<file path="config.mk">
export PLATFORM = sky130hd
export DESIGN_NAME = otr_transceiver
export DESIGN_NICKNAME = d
export VERILOG_FILES = /design/src/core/otr_pkg.sv /design/src/core/otr_transceiver.sv
export SDC_FILE = /design/constraint.sdc
export NUM_CORES = 1
export LEC_CHECK = 0
export ABC_AREA = 1
export BUFFER_PORTS_ARGS = -buffer_cell sky130_fd_sc_hd__buf_4
export CELL_PAD_IN_SITES_DETAIL_PLACEMENT = 0
export CELL_PAD_IN_SITES_GLOBAL_PLACEMENT = 1
export CORE_ASPECT_RATIO = 1.2
export CORE_MARGIN = 2
export CORE_UTILIZATION = 33
export CTS_CLUSTER_SIZE = 20
export DETAILED_ROUTE_END_ITERATION = 8
export PLACE_DENSITY = 0.79
export SETUP_SLACK_MARGIN = 0.05
export SYNTH_ARGS = -nofsm -noshare
export SYNTH_HDL_FRONTEND = slang
export SYNTH_SLANG_ARGS = --single-unit
</file>
<file path="constraint.sdc">
create_clock -name aclk -period 1.7 [get_ports aclk]
set_input_delay 0.085 -clock aclk [delete_from_list [all_inputs] [get_ports aclk]]
set_output_delay 0.085 -clock aclk [all_outputs]
set_load 0.01 [all_outputs]
</file>
<file path="src/core/otr_pkg.sv">
package otr_pkg;

   // data width of each port
   localparam int OTR_PORT_W = 8;

   // register byte offsets
   localparam logic [3:0] OTR_CTRL_OFS = 4'h0;
   localparam logic [3:0] OTR_STAT_OFS = 4'h4;
   localparam logic [3:0] OTR_CAPT_OFS = 4'h8;

   // control register field positions
   localparam int OTR_CTRL_OE_N_BIT = 0;
   localparam int OTR_CTRL_DIR_BIT = 1;
   localparam int OTR_CTRL_SAB_BIT = 2;
   localparam int OTR_CTRL_SBA_BIT = 3;
   localparam int OTR_CTRL_W = 4;

   // control reset value: drive disabled, all selects low
   localparam logic [3:0] OTR_CTRL_RST = 4'h1;

   // status register field positions
   localparam int OTR_STAT_QA_LSB = 0;
   localparam int OTR_STAT_QB_LSB = 8;
   localparam int OTR_STAT_PA_LSB = 16;
   localparam int OTR_STAT_PB_LSB = 24;

   // capture strobe register bit positions
   localparam int OTR_CAPT_A_BIT = 0;
   localparam int OTR_CAPT_B_BIT = 1;

   // axi response codes
   localparam logic [1:0] OTR_RESP_OKAY = 2'h0;
   localparam logic [1:0] OTR_RESP_SLVERR = 2'h2;

   // control bits that steer the transceiver
   typedef struct packed {
      logic b_to_a_source_select;
      logic a_to_b_source_select;
      logic direction;
      logic drive_en_n;
   } otr_ctrl_type;

   // one bidirectional port as seen from the core
   typedef struct packed {
      logic [7:0] out;
      logic [7:0] oe;
   } otr_drive_type;

endpackage

</file>
<file path="src/core/otr_transceiver.sv">
`timescale 1ns/1ps
`default_nettype none

module otr_transceiver
   import otr_pkg::*;
#(
   parameter int PORT_W = OTR_PORT_W
) (
   // clock and reset
   input wire logic aclk,
   input wire logic aresetn,
   // axi4-lite write address
   input wire logic [3:0] s_axi_awaddr,
   input wire logic s_axi_awvalid,
   output logic s_axi_awready,
   // axi4-lite write data
   input wire logic [31:0] s_axi_wdata,
   input wire logic [3:0] s_axi_wstrb,
   input wire logic s_axi_wvalid,
   output logic s_axi_wready,
   // axi4-lite write response
   output logic [1:0] s_axi_bresp,
   output logic s_axi_bvalid,
   input wire logic s_axi_bready,
   // axi4-lite read address
   input wire logic [3:0] s_axi_araddr,
   input wire logic s_axi_arvalid,
   output logic s_axi_arready,
   // axi4-lite read data
   output logic [31:0] s_axi_rdata,
   output logic [1:0] s_axi_rresp,
   output logic s_axi_rvalid,
   input wire logic s_axi_rready,
   // capture clock pins, sampled on aclk
   input wire logic a_side_capture_clock,
   input wire logic b_side_capture_clock,
   // port a lines
   input wire logic [PORT_W-1:0] port_a_lines_in,
   output logic [PORT_W-1:0] port_a_lines_out,
   output logic [PORT_W-1:0] port_a_lines_oe,
   // port b lines
   input wire logic [PORT_W-1:0] port_b_lines_in,
   output logic [PORT_W-1:0] port_b_lines_out,
   output logic [PORT_W-1:0] port_b_lines_oe
);

   // rising edge seen between two samples
   function automatic logic rise_seen(input logic now, input logic prev);
      return now & ~prev;
   endfunction

   // source mux: stored contents or live opposite port
   function automatic logic [PORT_W-1:0] pick_src(
      input logic use_store,
      input logic [PORT_W-1:0] stored,
      input logic [PORT_W-1:0] live
   );
      return use_store ? stored : live;
   endfunction

   // control and bus state
   otr_ctrl_type ctrl_r;
   logic cab_prev_r;
   logic cba_prev_r;
   logic [PORT_W-1:0] a_storage_register_r;
   logic [PORT_W-1:0] b_storage_register_r;
   logic aw_have_r;
   logic w_have_r;
   logic [3:0] awaddr_r;
   logic [31:0] wdata_r;
   logic [3:0] wstrb_r;
   logic bvalid_r;
   logic [1:0] bresp_r;
   logic rvalid_r;
   logic [1:0] rresp_r;
   logic [31:0] rdata_r;

   // decoded wires
   wire logic aw_take;
   wire logic w_take;
   wire logic ar_take;
   wire logic wr_do;
   wire logic wr_ctrl_hit;
   wire logic wr_capt_hit;
   wire logic wr_stat_hit;
   wire logic wr_mapped;
   wire logic rd_mapped;
   wire logic sw_cap_a;
   wire logic sw_cap_b;
   wire logic load_a;
   wire logic load_b;
   wire logic drive_on;
   wire logic drive_b;
   wire logic drive_a;
   wire logic [31:0] stat_word;
   wire logic [31:0] rd_word;
   wire logic [3:0] ctrl_wr_val;
   wire logic ctrl_we;
   wire logic cab_rise;
   wire logic cba_rise;
   wire logic rd_ctrl_hit;
   wire logic rd_stat_hit;
   wire logic rd_capt_hit;
   wire logic [PORT_W-1:0] b_src;
   wire logic [PORT_W-1:0] a_src;
   wire logic [1:0] bresp_nxt;
   wire logic [1:0] rresp_nxt;

   // axi handshake decode
   // one write and one read at a time; readies fall while held
   assign s_axi_awready = ~aw_have_r & ~bvalid_r;
   assign s_axi_wready = ~w_have_r & ~bvalid_r;
   assign s_axi_arready = ~rvalid_r;
   assign aw_take = s_axi_awvalid & s_axi_awready;
   assign w_take = s_axi_wvalid & s_axi_wready;
   assign ar_take = s_axi_arvalid & s_axi_arready;
   assign wr_do = aw_have_r & w_have_r & ~bvalid_r;

   // write address decode, word aligned
   assign wr_ctrl_hit = awaddr_r == OTR_CTRL_OFS;
   assign wr_stat_hit = awaddr_r == OTR_STAT_OFS;
   assign wr_capt_hit = awaddr_r == OTR_CAPT_OFS;
   assign wr_mapped = wr_ctrl_hit | wr_stat_hit | wr_capt_hit;
   assign ctrl_wr_val = wdata_r[OTR_CTRL_W-1:0];

   // control bits change only with byte lane 0 enabled
   assign ctrl_we = wr_do & wr_ctrl_hit & wstrb_r[0];
   assign bresp_nxt = wr_mapped ? OTR_RESP_OKAY : OTR_RESP_SLVERR;

   // software capture strobes, one cycle
   // these share the load path with the pin edges
   assign sw_cap_a = wr_do & wr_capt_hit & wstrb_r[0]
      & wdata_r[OTR_CAPT_A_BIT];
   assign sw_cap_b = wr_do & wr_capt_hit & wstrb_r[0]
      & wdata_r[OTR_CAPT_B_BIT];

   // pin edges: a pin is a plain input sampled on aclk, so a pulse
   // must be seen low on one edge and high on the next
   assign cab_rise = rise_seen(a_side_capture_clock, cab_prev_r);
   assign cba_rise = rise_seen(b_side_capture_clock, cba_prev_r);

   // capture triggers ignore enable and selects
   assign load_a = cab_rise | sw_cap_a;
   assign load_b = cba_rise | sw_cap_b;

   // direction and enable decode
   // drive enable high isolates both ports whatever else is set
   assign drive_on = ~ctrl_r.drive_en_n;
   assign drive_b = drive_on & ctrl_r.direction;
   assign drive_a = drive_on & ~ctrl_r.direction;

   // source for each side: stored word or live opposite port; a new
   // load shows at once because the mux reads the register directly
   assign b_src = pick_src(ctrl_r.a_to_b_source_select,
      a_storage_register_r, port_a_lines_in);
   assign a_src = pick_src(ctrl_r.b_to_a_source_select,
      b_storage_register_r, port_b_lines_in);

   // port outputs, non-inverting; the far side must back off
   // wherever an oe bit is high, or the lines would fight
   assign port_b_lines_out = b_src;
   assign port_a_lines_out = a_src;
   assign port_b_lines_oe = {PORT_W{drive_b}};
   assign port_a_lines_oe = {PORT_W{drive_a}};

   // status word: registers and live port levels, sampled
   // when the read address is taken
   assign stat_word = {
      (8)'(port_b_lines_in),
      (8)'(port_a_lines_in),
      (8)'(b_storage_register_r),
      (8)'(a_storage_register_r)
   };

   // read address decode, taken live in the cycle of the handshake
   assign rd_ctrl_hit = s_axi_araddr == OTR_CTRL_OFS;
   assign rd_stat_hit = s_axi_araddr == OTR_STAT_OFS;
   assign rd_capt_hit = s_axi_araddr == OTR_CAPT_OFS;
   assign rd_mapped = rd_ctrl_hit | rd_stat_hit | rd_capt_hit;

   // read mux; the capture strobe register reads back as zero
   assign rd_word = rd_ctrl_hit ? {28'h0000000, ctrl_r} :
      rd_stat_hit ? stat_word : 32'h00000000;
   assign rresp_nxt = rd_mapped ? OTR_RESP_OKAY : OTR_RESP_SLVERR;

   // storage registers, deliberately without reset
   // so contents stay unknown until the first load
   always_ff @(posedge aclk) begin
      if (load_a) begin
         a_storage_register_r <= port_a_lines_in;
      end
      if (load_b) begin
         b_storage_register_r <= port_b_lines_in;
      end
      // otherwise both hold their contents
   end

   // capture clock samples, reset high so no false edge
   // a pin already high at release must fall before it counts
   always_ff @(posedge aclk) begin
      if (!aresetn) begin
         cab_prev_r <= 1'b1;
         cba_prev_r <= 1'b1;
      end else begin
         cab_prev_r <= a_side_capture_clock;
         cba_prev_r <= b_side_capture_clock;
      end
   end

   // control register
   // resets to isolation so nothing drives before software asks
   always_ff @(posedge aclk) begin
      if (!aresetn) begin
         ctrl_r <= OTR_CTRL_RST;
      end else if (ctrl_we) begin
         ctrl_r <= ctrl_wr_val;
      end
   end

   // write address and data holding
   // address and data may come in either order; each half
   // is held until the pair is complete
   always_ff @(posedge aclk) begin
      if (!aresetn) begin
         aw_have_r <= 1'b0;
         w_have_r <= 1'b0;
         awaddr_r <= 4'h0;
         wdata_r <= 32'h00000000;
         wstrb_r <= 4'h0;
      end else begin
         if (aw_take) begin
            aw_have_r <= 1'b1;
            awaddr_r <= s_axi_awaddr;
         end else if (wr_do) begin
            aw_have_r <= 1'b0;
         end
         if (w_take) begin
            w_have_r <= 1'b1;
            wdata_r <= s_axi_wdata;
            wstrb_r <= s_axi_wstrb;
         end else if (wr_do) begin
            w_have_r <= 1'b0;
         end
      end
   end

   // write response
   // no new write is taken while bvalid stands, so a write
   // completion and a response handshake never meet
   always_ff @(posedge aclk) begin
      if (!aresetn) begin
         bvalid_r <= 1'b0;
         bresp_r <= OTR_RESP_OKAY;
      end else if (wr_do) begin
         bvalid_r <= 1'b1;
         bresp_r <= bresp_nxt;
      end else if (s_axi_bready) begin
         bvalid_r <= 1'b0;
      end
   end

   // read response
   // arready stays low while rvalid stands, so no second read
   // can overwrite the data before it is taken
   always_ff @(posedge aclk) begin
      if (!aresetn) begin
         rvalid_r <= 1'b0;
         rresp_r <= OTR_RESP_OKAY;
         rdata_r <= 32'h00000000;
      end else if (ar_take) begin
         rvalid_r <= 1'b1;
         rresp_r <= rresp_nxt;
         rdata_r <= rd_word;
      end else if (s_axi_rready) begin
         rvalid_r <= 1'b0;
      end
   end

   // bus outputs
   assign s_axi_bvalid = bvalid_r;
   assign s_axi_bresp = bresp_r;
   assign s_axi_rvalid = rvalid_r;
   assign s_axi_rresp = rresp_r;
   assign s_axi_rdata = rdata_r;

endmodule

`default_nettype wire

</file>
Word-level counts from Yosys, hierarchy flattened
Index checks and enable logic that the tools add are counted.
{ "totals": {"regBits": 71, "in_bits": 69, "output_inout_bits": 73} }
{ "classes": {"eq_ne": 4, "muxes": 13, "n_bitwise": 31, "reduce_logical": 6} }
{ "op_table": {"columns": ["operator", "count"], "rows": [
  ["$mux 32", 2],
  ["$and 1x1->1", 17],
  ["$mux 8", 2],
  ["$eq 4x3->1 const B", 2],
  ["$eq 4x4->1 const B", 2],
  ["$logic_not 4->1", 2],
  ["$not 1->1", 8],
  ["$reduce_bool 2->1", 4],
  ["$mux 1", 7],
  ["$or 1x1->1", 6],
  ["$mux 2", 2]
]} }

Logic depth before layout (Yosys ltp)
{ "logic_depth": {"ltp_word": 6, "mapped_depth": 7} }

Least setup slack after synthesis
No wires, ideal clock.
{ "synth_timing": {"path_kind": "flip-flop to flip-flop", "from": "reg bvalid_r (netlist: s_axi_bvalid)", "to": "reg a_storage_register_r[0] (enable)", "arrival_time_ns": 1.098, "required_ns": 1.371, "setup_slack_ns": 0.273, "stages_incl_launch_ff": 6, "synth_period_minus_slack_ns": 1.427, "cell_sequence": "dfxtp_1 inv_2 nand3_1 nor2_1 nand4_1 nand2_1"} }
{ "synth_between": {"elab_chain_len": 6} }
{ "synth_lines": {"columns": ["element", "line", "text"], "rows": [
  ["start: declaration", "otr_transceiver.sv:72", "logic bvalid_r;"],
  ["start signal: assignment", "otr_transceiver.sv:252", "bvalid_r <= 1'b0;"],
  ["start signal: assignment", "otr_transceiver.sv:255", "bvalid_r <= 1'b1;"],
  ["start signal: assignment", "otr_transceiver.sv:258", "bvalid_r <= 1'b0;"],
  ["$not 1->1", "otr_transceiver.sv:117", "assign wr_do = aw_have_r & w_have_r & ~bvalid_r;"],
  ["$and 1x1->1", "otr_transceiver.sv:117", null],
  ["$and 1x1->1 (2 in series)", "otr_transceiver.sv:132", "assign sw_cap_a = wr_do & wr_capt_hit & wstrb_r[0]"],
  ["$and 1x1->1", "otr_transceiver.sv:133", "& wdata_r[OTR_CAPT_A_BIT];"],
  ["$or 1x1->1", "otr_transceiver.sv:143", "assign load_a = cab_rise | sw_cap_a;"],
  ["named net load_a", "otr_transceiver.sv:90", "wire logic load_a;"],
  ["end signal: assignment", "otr_transceiver.sv:190", "a_storage_register_r <= port_a_lines_in;"],
  ["end: declaration", "otr_transceiver.sv:65", "logic [PORT_W-1:0] a_storage_register_r;"]
]} }
The timed path passes the listed nets, and every way through them passes these cells.
A chain may end at the register's enable or synchronous reset.

Worst setup path in the final report
{ "layout_timing": {"from": "reg ctrl_r[3] (netlist name)", "to": "out port_a_lines_out[1]"} }
{ "layout_between": {"elab_chain_len": 1} }
{ "layout_lines": {"columns": ["element", "line", "text"], "rows": [
  ["start: declaration", "otr_transceiver.sv:62", "otr_ctrl_type ctrl_r;"],
  ["start signal: assignment", "otr_transceiver.sv:216", "ctrl_r <= ctrl_wr_val;"],
  ["$mux 8", "otr_transceiver.sv:58", "return use_store ? stored : live;"],
  ["end: declaration", "otr_transceiver.sv:39", "output logic [PORT_W-1:0] port_a_lines_out,"]
]} }
Every way passes these cells.

==> results_dict.tcl <==
set metrics [dict create \
    crit_type "reg2out" \
    htreeDepth 3 \
    clock_tree.root_cell "clkbuf_8" \
    syn2layout_area_growth_pct 41.29 \
    pin_count 142 \
    netlist_instances 329 \
    synth_top_cell_by_area "dfxtp_1" \
    yosysWarnings 0 \
    drt-wirelength-per-cell_um 12.63 \
    max_freq_mhz 687.0 \
    portBuffers 108 \
    drv_slew 0 \
    routed_wl_um 7200 \
    slew_headroom 0.6315 \
    cts_max_path_buffers 2 \
    drc 0 \
    synth-seq-cells 69 \
    worstSkewPairLatency_ns 0.34 \
    crit_required_ns 1.62 \
    ant_nets 0 \
    status "finished clean" \
    post-route-util 0.4787 \
    nets 514 \
    fin_worst_skew_ns 0.01064 \
    start_kind "register" \
    rsz0062_at_grt "false" \
    fin_tns_setup_ns 0 \
    synth_area_leaders "dfxtp_1, edfxtp_1, mux2_2, a21oi_2, buf_4" \
    clock_sinks 69 \
    clk_pin_slew_ns 0.07 \
    place.gp.congestion 0.7889 \
    synth_edf_count 16 \
    antenna_found_initial 0 \
    vias 2571 \
    layout-drive-gt1-share 0.4378 \
    fp-row-count 38 \
    synthFlopType "dfxtp_1" \
    ys_types 24 \
    p_per_area_nw_per_um2 883.3 \
    tightest_slew_ns 0.5528 \
    gr-usage-all-layers 0.1447 \
    synth_top_area_share 0.3467 \
    vdd_drop_max_uv 469.4 \
    async_reset_ff_frac 0 \
    hold_path.class "in2reg" \
    final_cell_mix "buf_4, dfxtp_1, nor2_1" \
    crit_fanout 10 \
    dpl.hpwl_um 5042 \
    seq_area_frac_synth 0.5037 \
    fillers 886 \
    die_h_um 109.5 \
    grt_pass1_wl_um 11590 \
    setup_viol 0 \
    post-route-period-util 0.8562 \
    n_antenna_cell 0 \
    timing.hold.ws_ns 0.01792 \
    cts_tree "built" \
    die-width_um 91.91 \
    netlist_area_um2 3060 \
    core_um2 9034 \
    grt_max_degree 38 \
    first_global_vias 2450 \
    drt_iter0_markers 110 \
    detail_route.vias_per_cell 4.511 \
    place_inst 529 \
    die_area_um2 10060 \
    p_leak_nw 1.825 \
    hold_viol_final 0 \
    min_period_ns 1.456 \
    crit_path_end_kind "output pin" \
    cap_violations 0 \
    initial_core_util 0.3388 \
    critPathArrivalTime_ns 1.37 \
    grt_remaining_overflow 0 \
    cts_buffers 9 \
    stdcell_count 570 \
    mostFrequentLayoutCell "buf_4" \
    reg2reg_slack_ns 0.25 \
    dr.pass1.iters 4 \
    avgSynthCellArea_um2 9.302 \
]
[metal layers]
metal / vias up / global-route usage / routed length [µm]
met5: - / 0 / 0
met4: 0 / 0.06077 / 106
met3: 9 / 0.03633 / 410
met2: 65 / 0.2505 / 3563
met1: 1177 / 0.1718 / 3120
li1: 1320 / - / -
[flip-flops by register name (all words and copies together), names as in the netlist]
| name | cells |
|---|---|
| a_storage_register_r | 8 |
| aw_have_r | 1 |
| awaddr_r | 4 |
| b_storage_register_r | 8 |
| cab_prev_r | 1 |
| cba_prev_r | 1 |
| ctrl_r | 4 |
| s_axi_bresp | 1 |
| s_axi_bvalid | 1 |
| s_axi_rdata | 32 |
| s_axi_rresp | 1 |
| s_axi_rvalid | 1 |
| w_have_r | 1 |
| wdata_r | 4 |
| wstrb_r | 1 |
[stage by stage]
stage	power [W]	area [µm²]	setup slack [ns]
3_3_place_gp	0.002433	3854	0.2337
2_1_floorplan	0.002162	3064	0.2732
4_1_cts	0.003868	4319	0.06316
5_1_grt	0.004000	4324	0.09011
3_5_place_dp	0.002441	3854	0.2037
6_report	0.003819	4324	0.2445
[critical path: stages (launching register included)]
cell and delay [ns]:
dfxtp_2 0.51, mux2_2 0.38, buf_4 0.14
[area by class of cell]
cell class	instances	area, µm²	area share
sequential	69	1544	0.3571
inverter	20	75.07	0.01736
tap	120	150.1	0.03472
clock inverter	3	23.77	0.005498
multi-input combinational	207	1216	0.2813
clock buffer	13	191.4	0.04427
timing repair buffer	138	1124	0.2598
[repair_timing]
action,4_1_cts,5_1_grt
resized for setup,0,3
hold endpoints to repair,32,0
setup endpoints to repair,0,24
buffers inserted,0,0
hold buffers,25,0
[report_power, final]
| group | leakage, nW | internal (W) | switching, W |
|---|---|---|---|
| clock network | 0.102 | 0.000751 | 0.000626 |
| registers | 0.585 | 0.00178 | 0.0000553 |
| logic | 1.14 | 0.000303 | 0.000308 |
| total | 1.83 | 0.00283 | 0.000990 |
[cell families (layout without fill, tap and decap cells)]
group,count (synthesis),in the layout,share of synthesized area
simple gates,107,107,0.1729
mux,16,16,0.05887
compound gates,82,82,0.1599
flops,69,69,0.5037
buf+inv,54,174,0.1034
other cells,1,2,0.001225
[cell usage after synthesis, types with 4 or more instances]
library cell	count
dfxtp_1	53
nor2_1	32
nand2_1	30
o21ai_0	29
a21oi_1	20
a21oi_2	20
buf_4	20
nand2_2	20
edfxtp_1	16
inv_1	16
mux2_2	16
nand3_1	14
o21ai_1	11
clkbuf_1	7
nand4_1	6
buf_2	5
inv_2	4
[final timing paths]
kind                                                end           start  cells after the start
worst max-delay path                port_a_lines_out[1]       ctrl_r[3]                      2
worst min-delay path                         wdata_r[2]  s_axi_wdata[2]                      3
worst max register to register  a_storage_register_r[1]    s_axi_bvalid                      6
worst min register to register              awaddr_r[2]     awaddr_r[2]                      2
(Power assumes the default switching activity.)
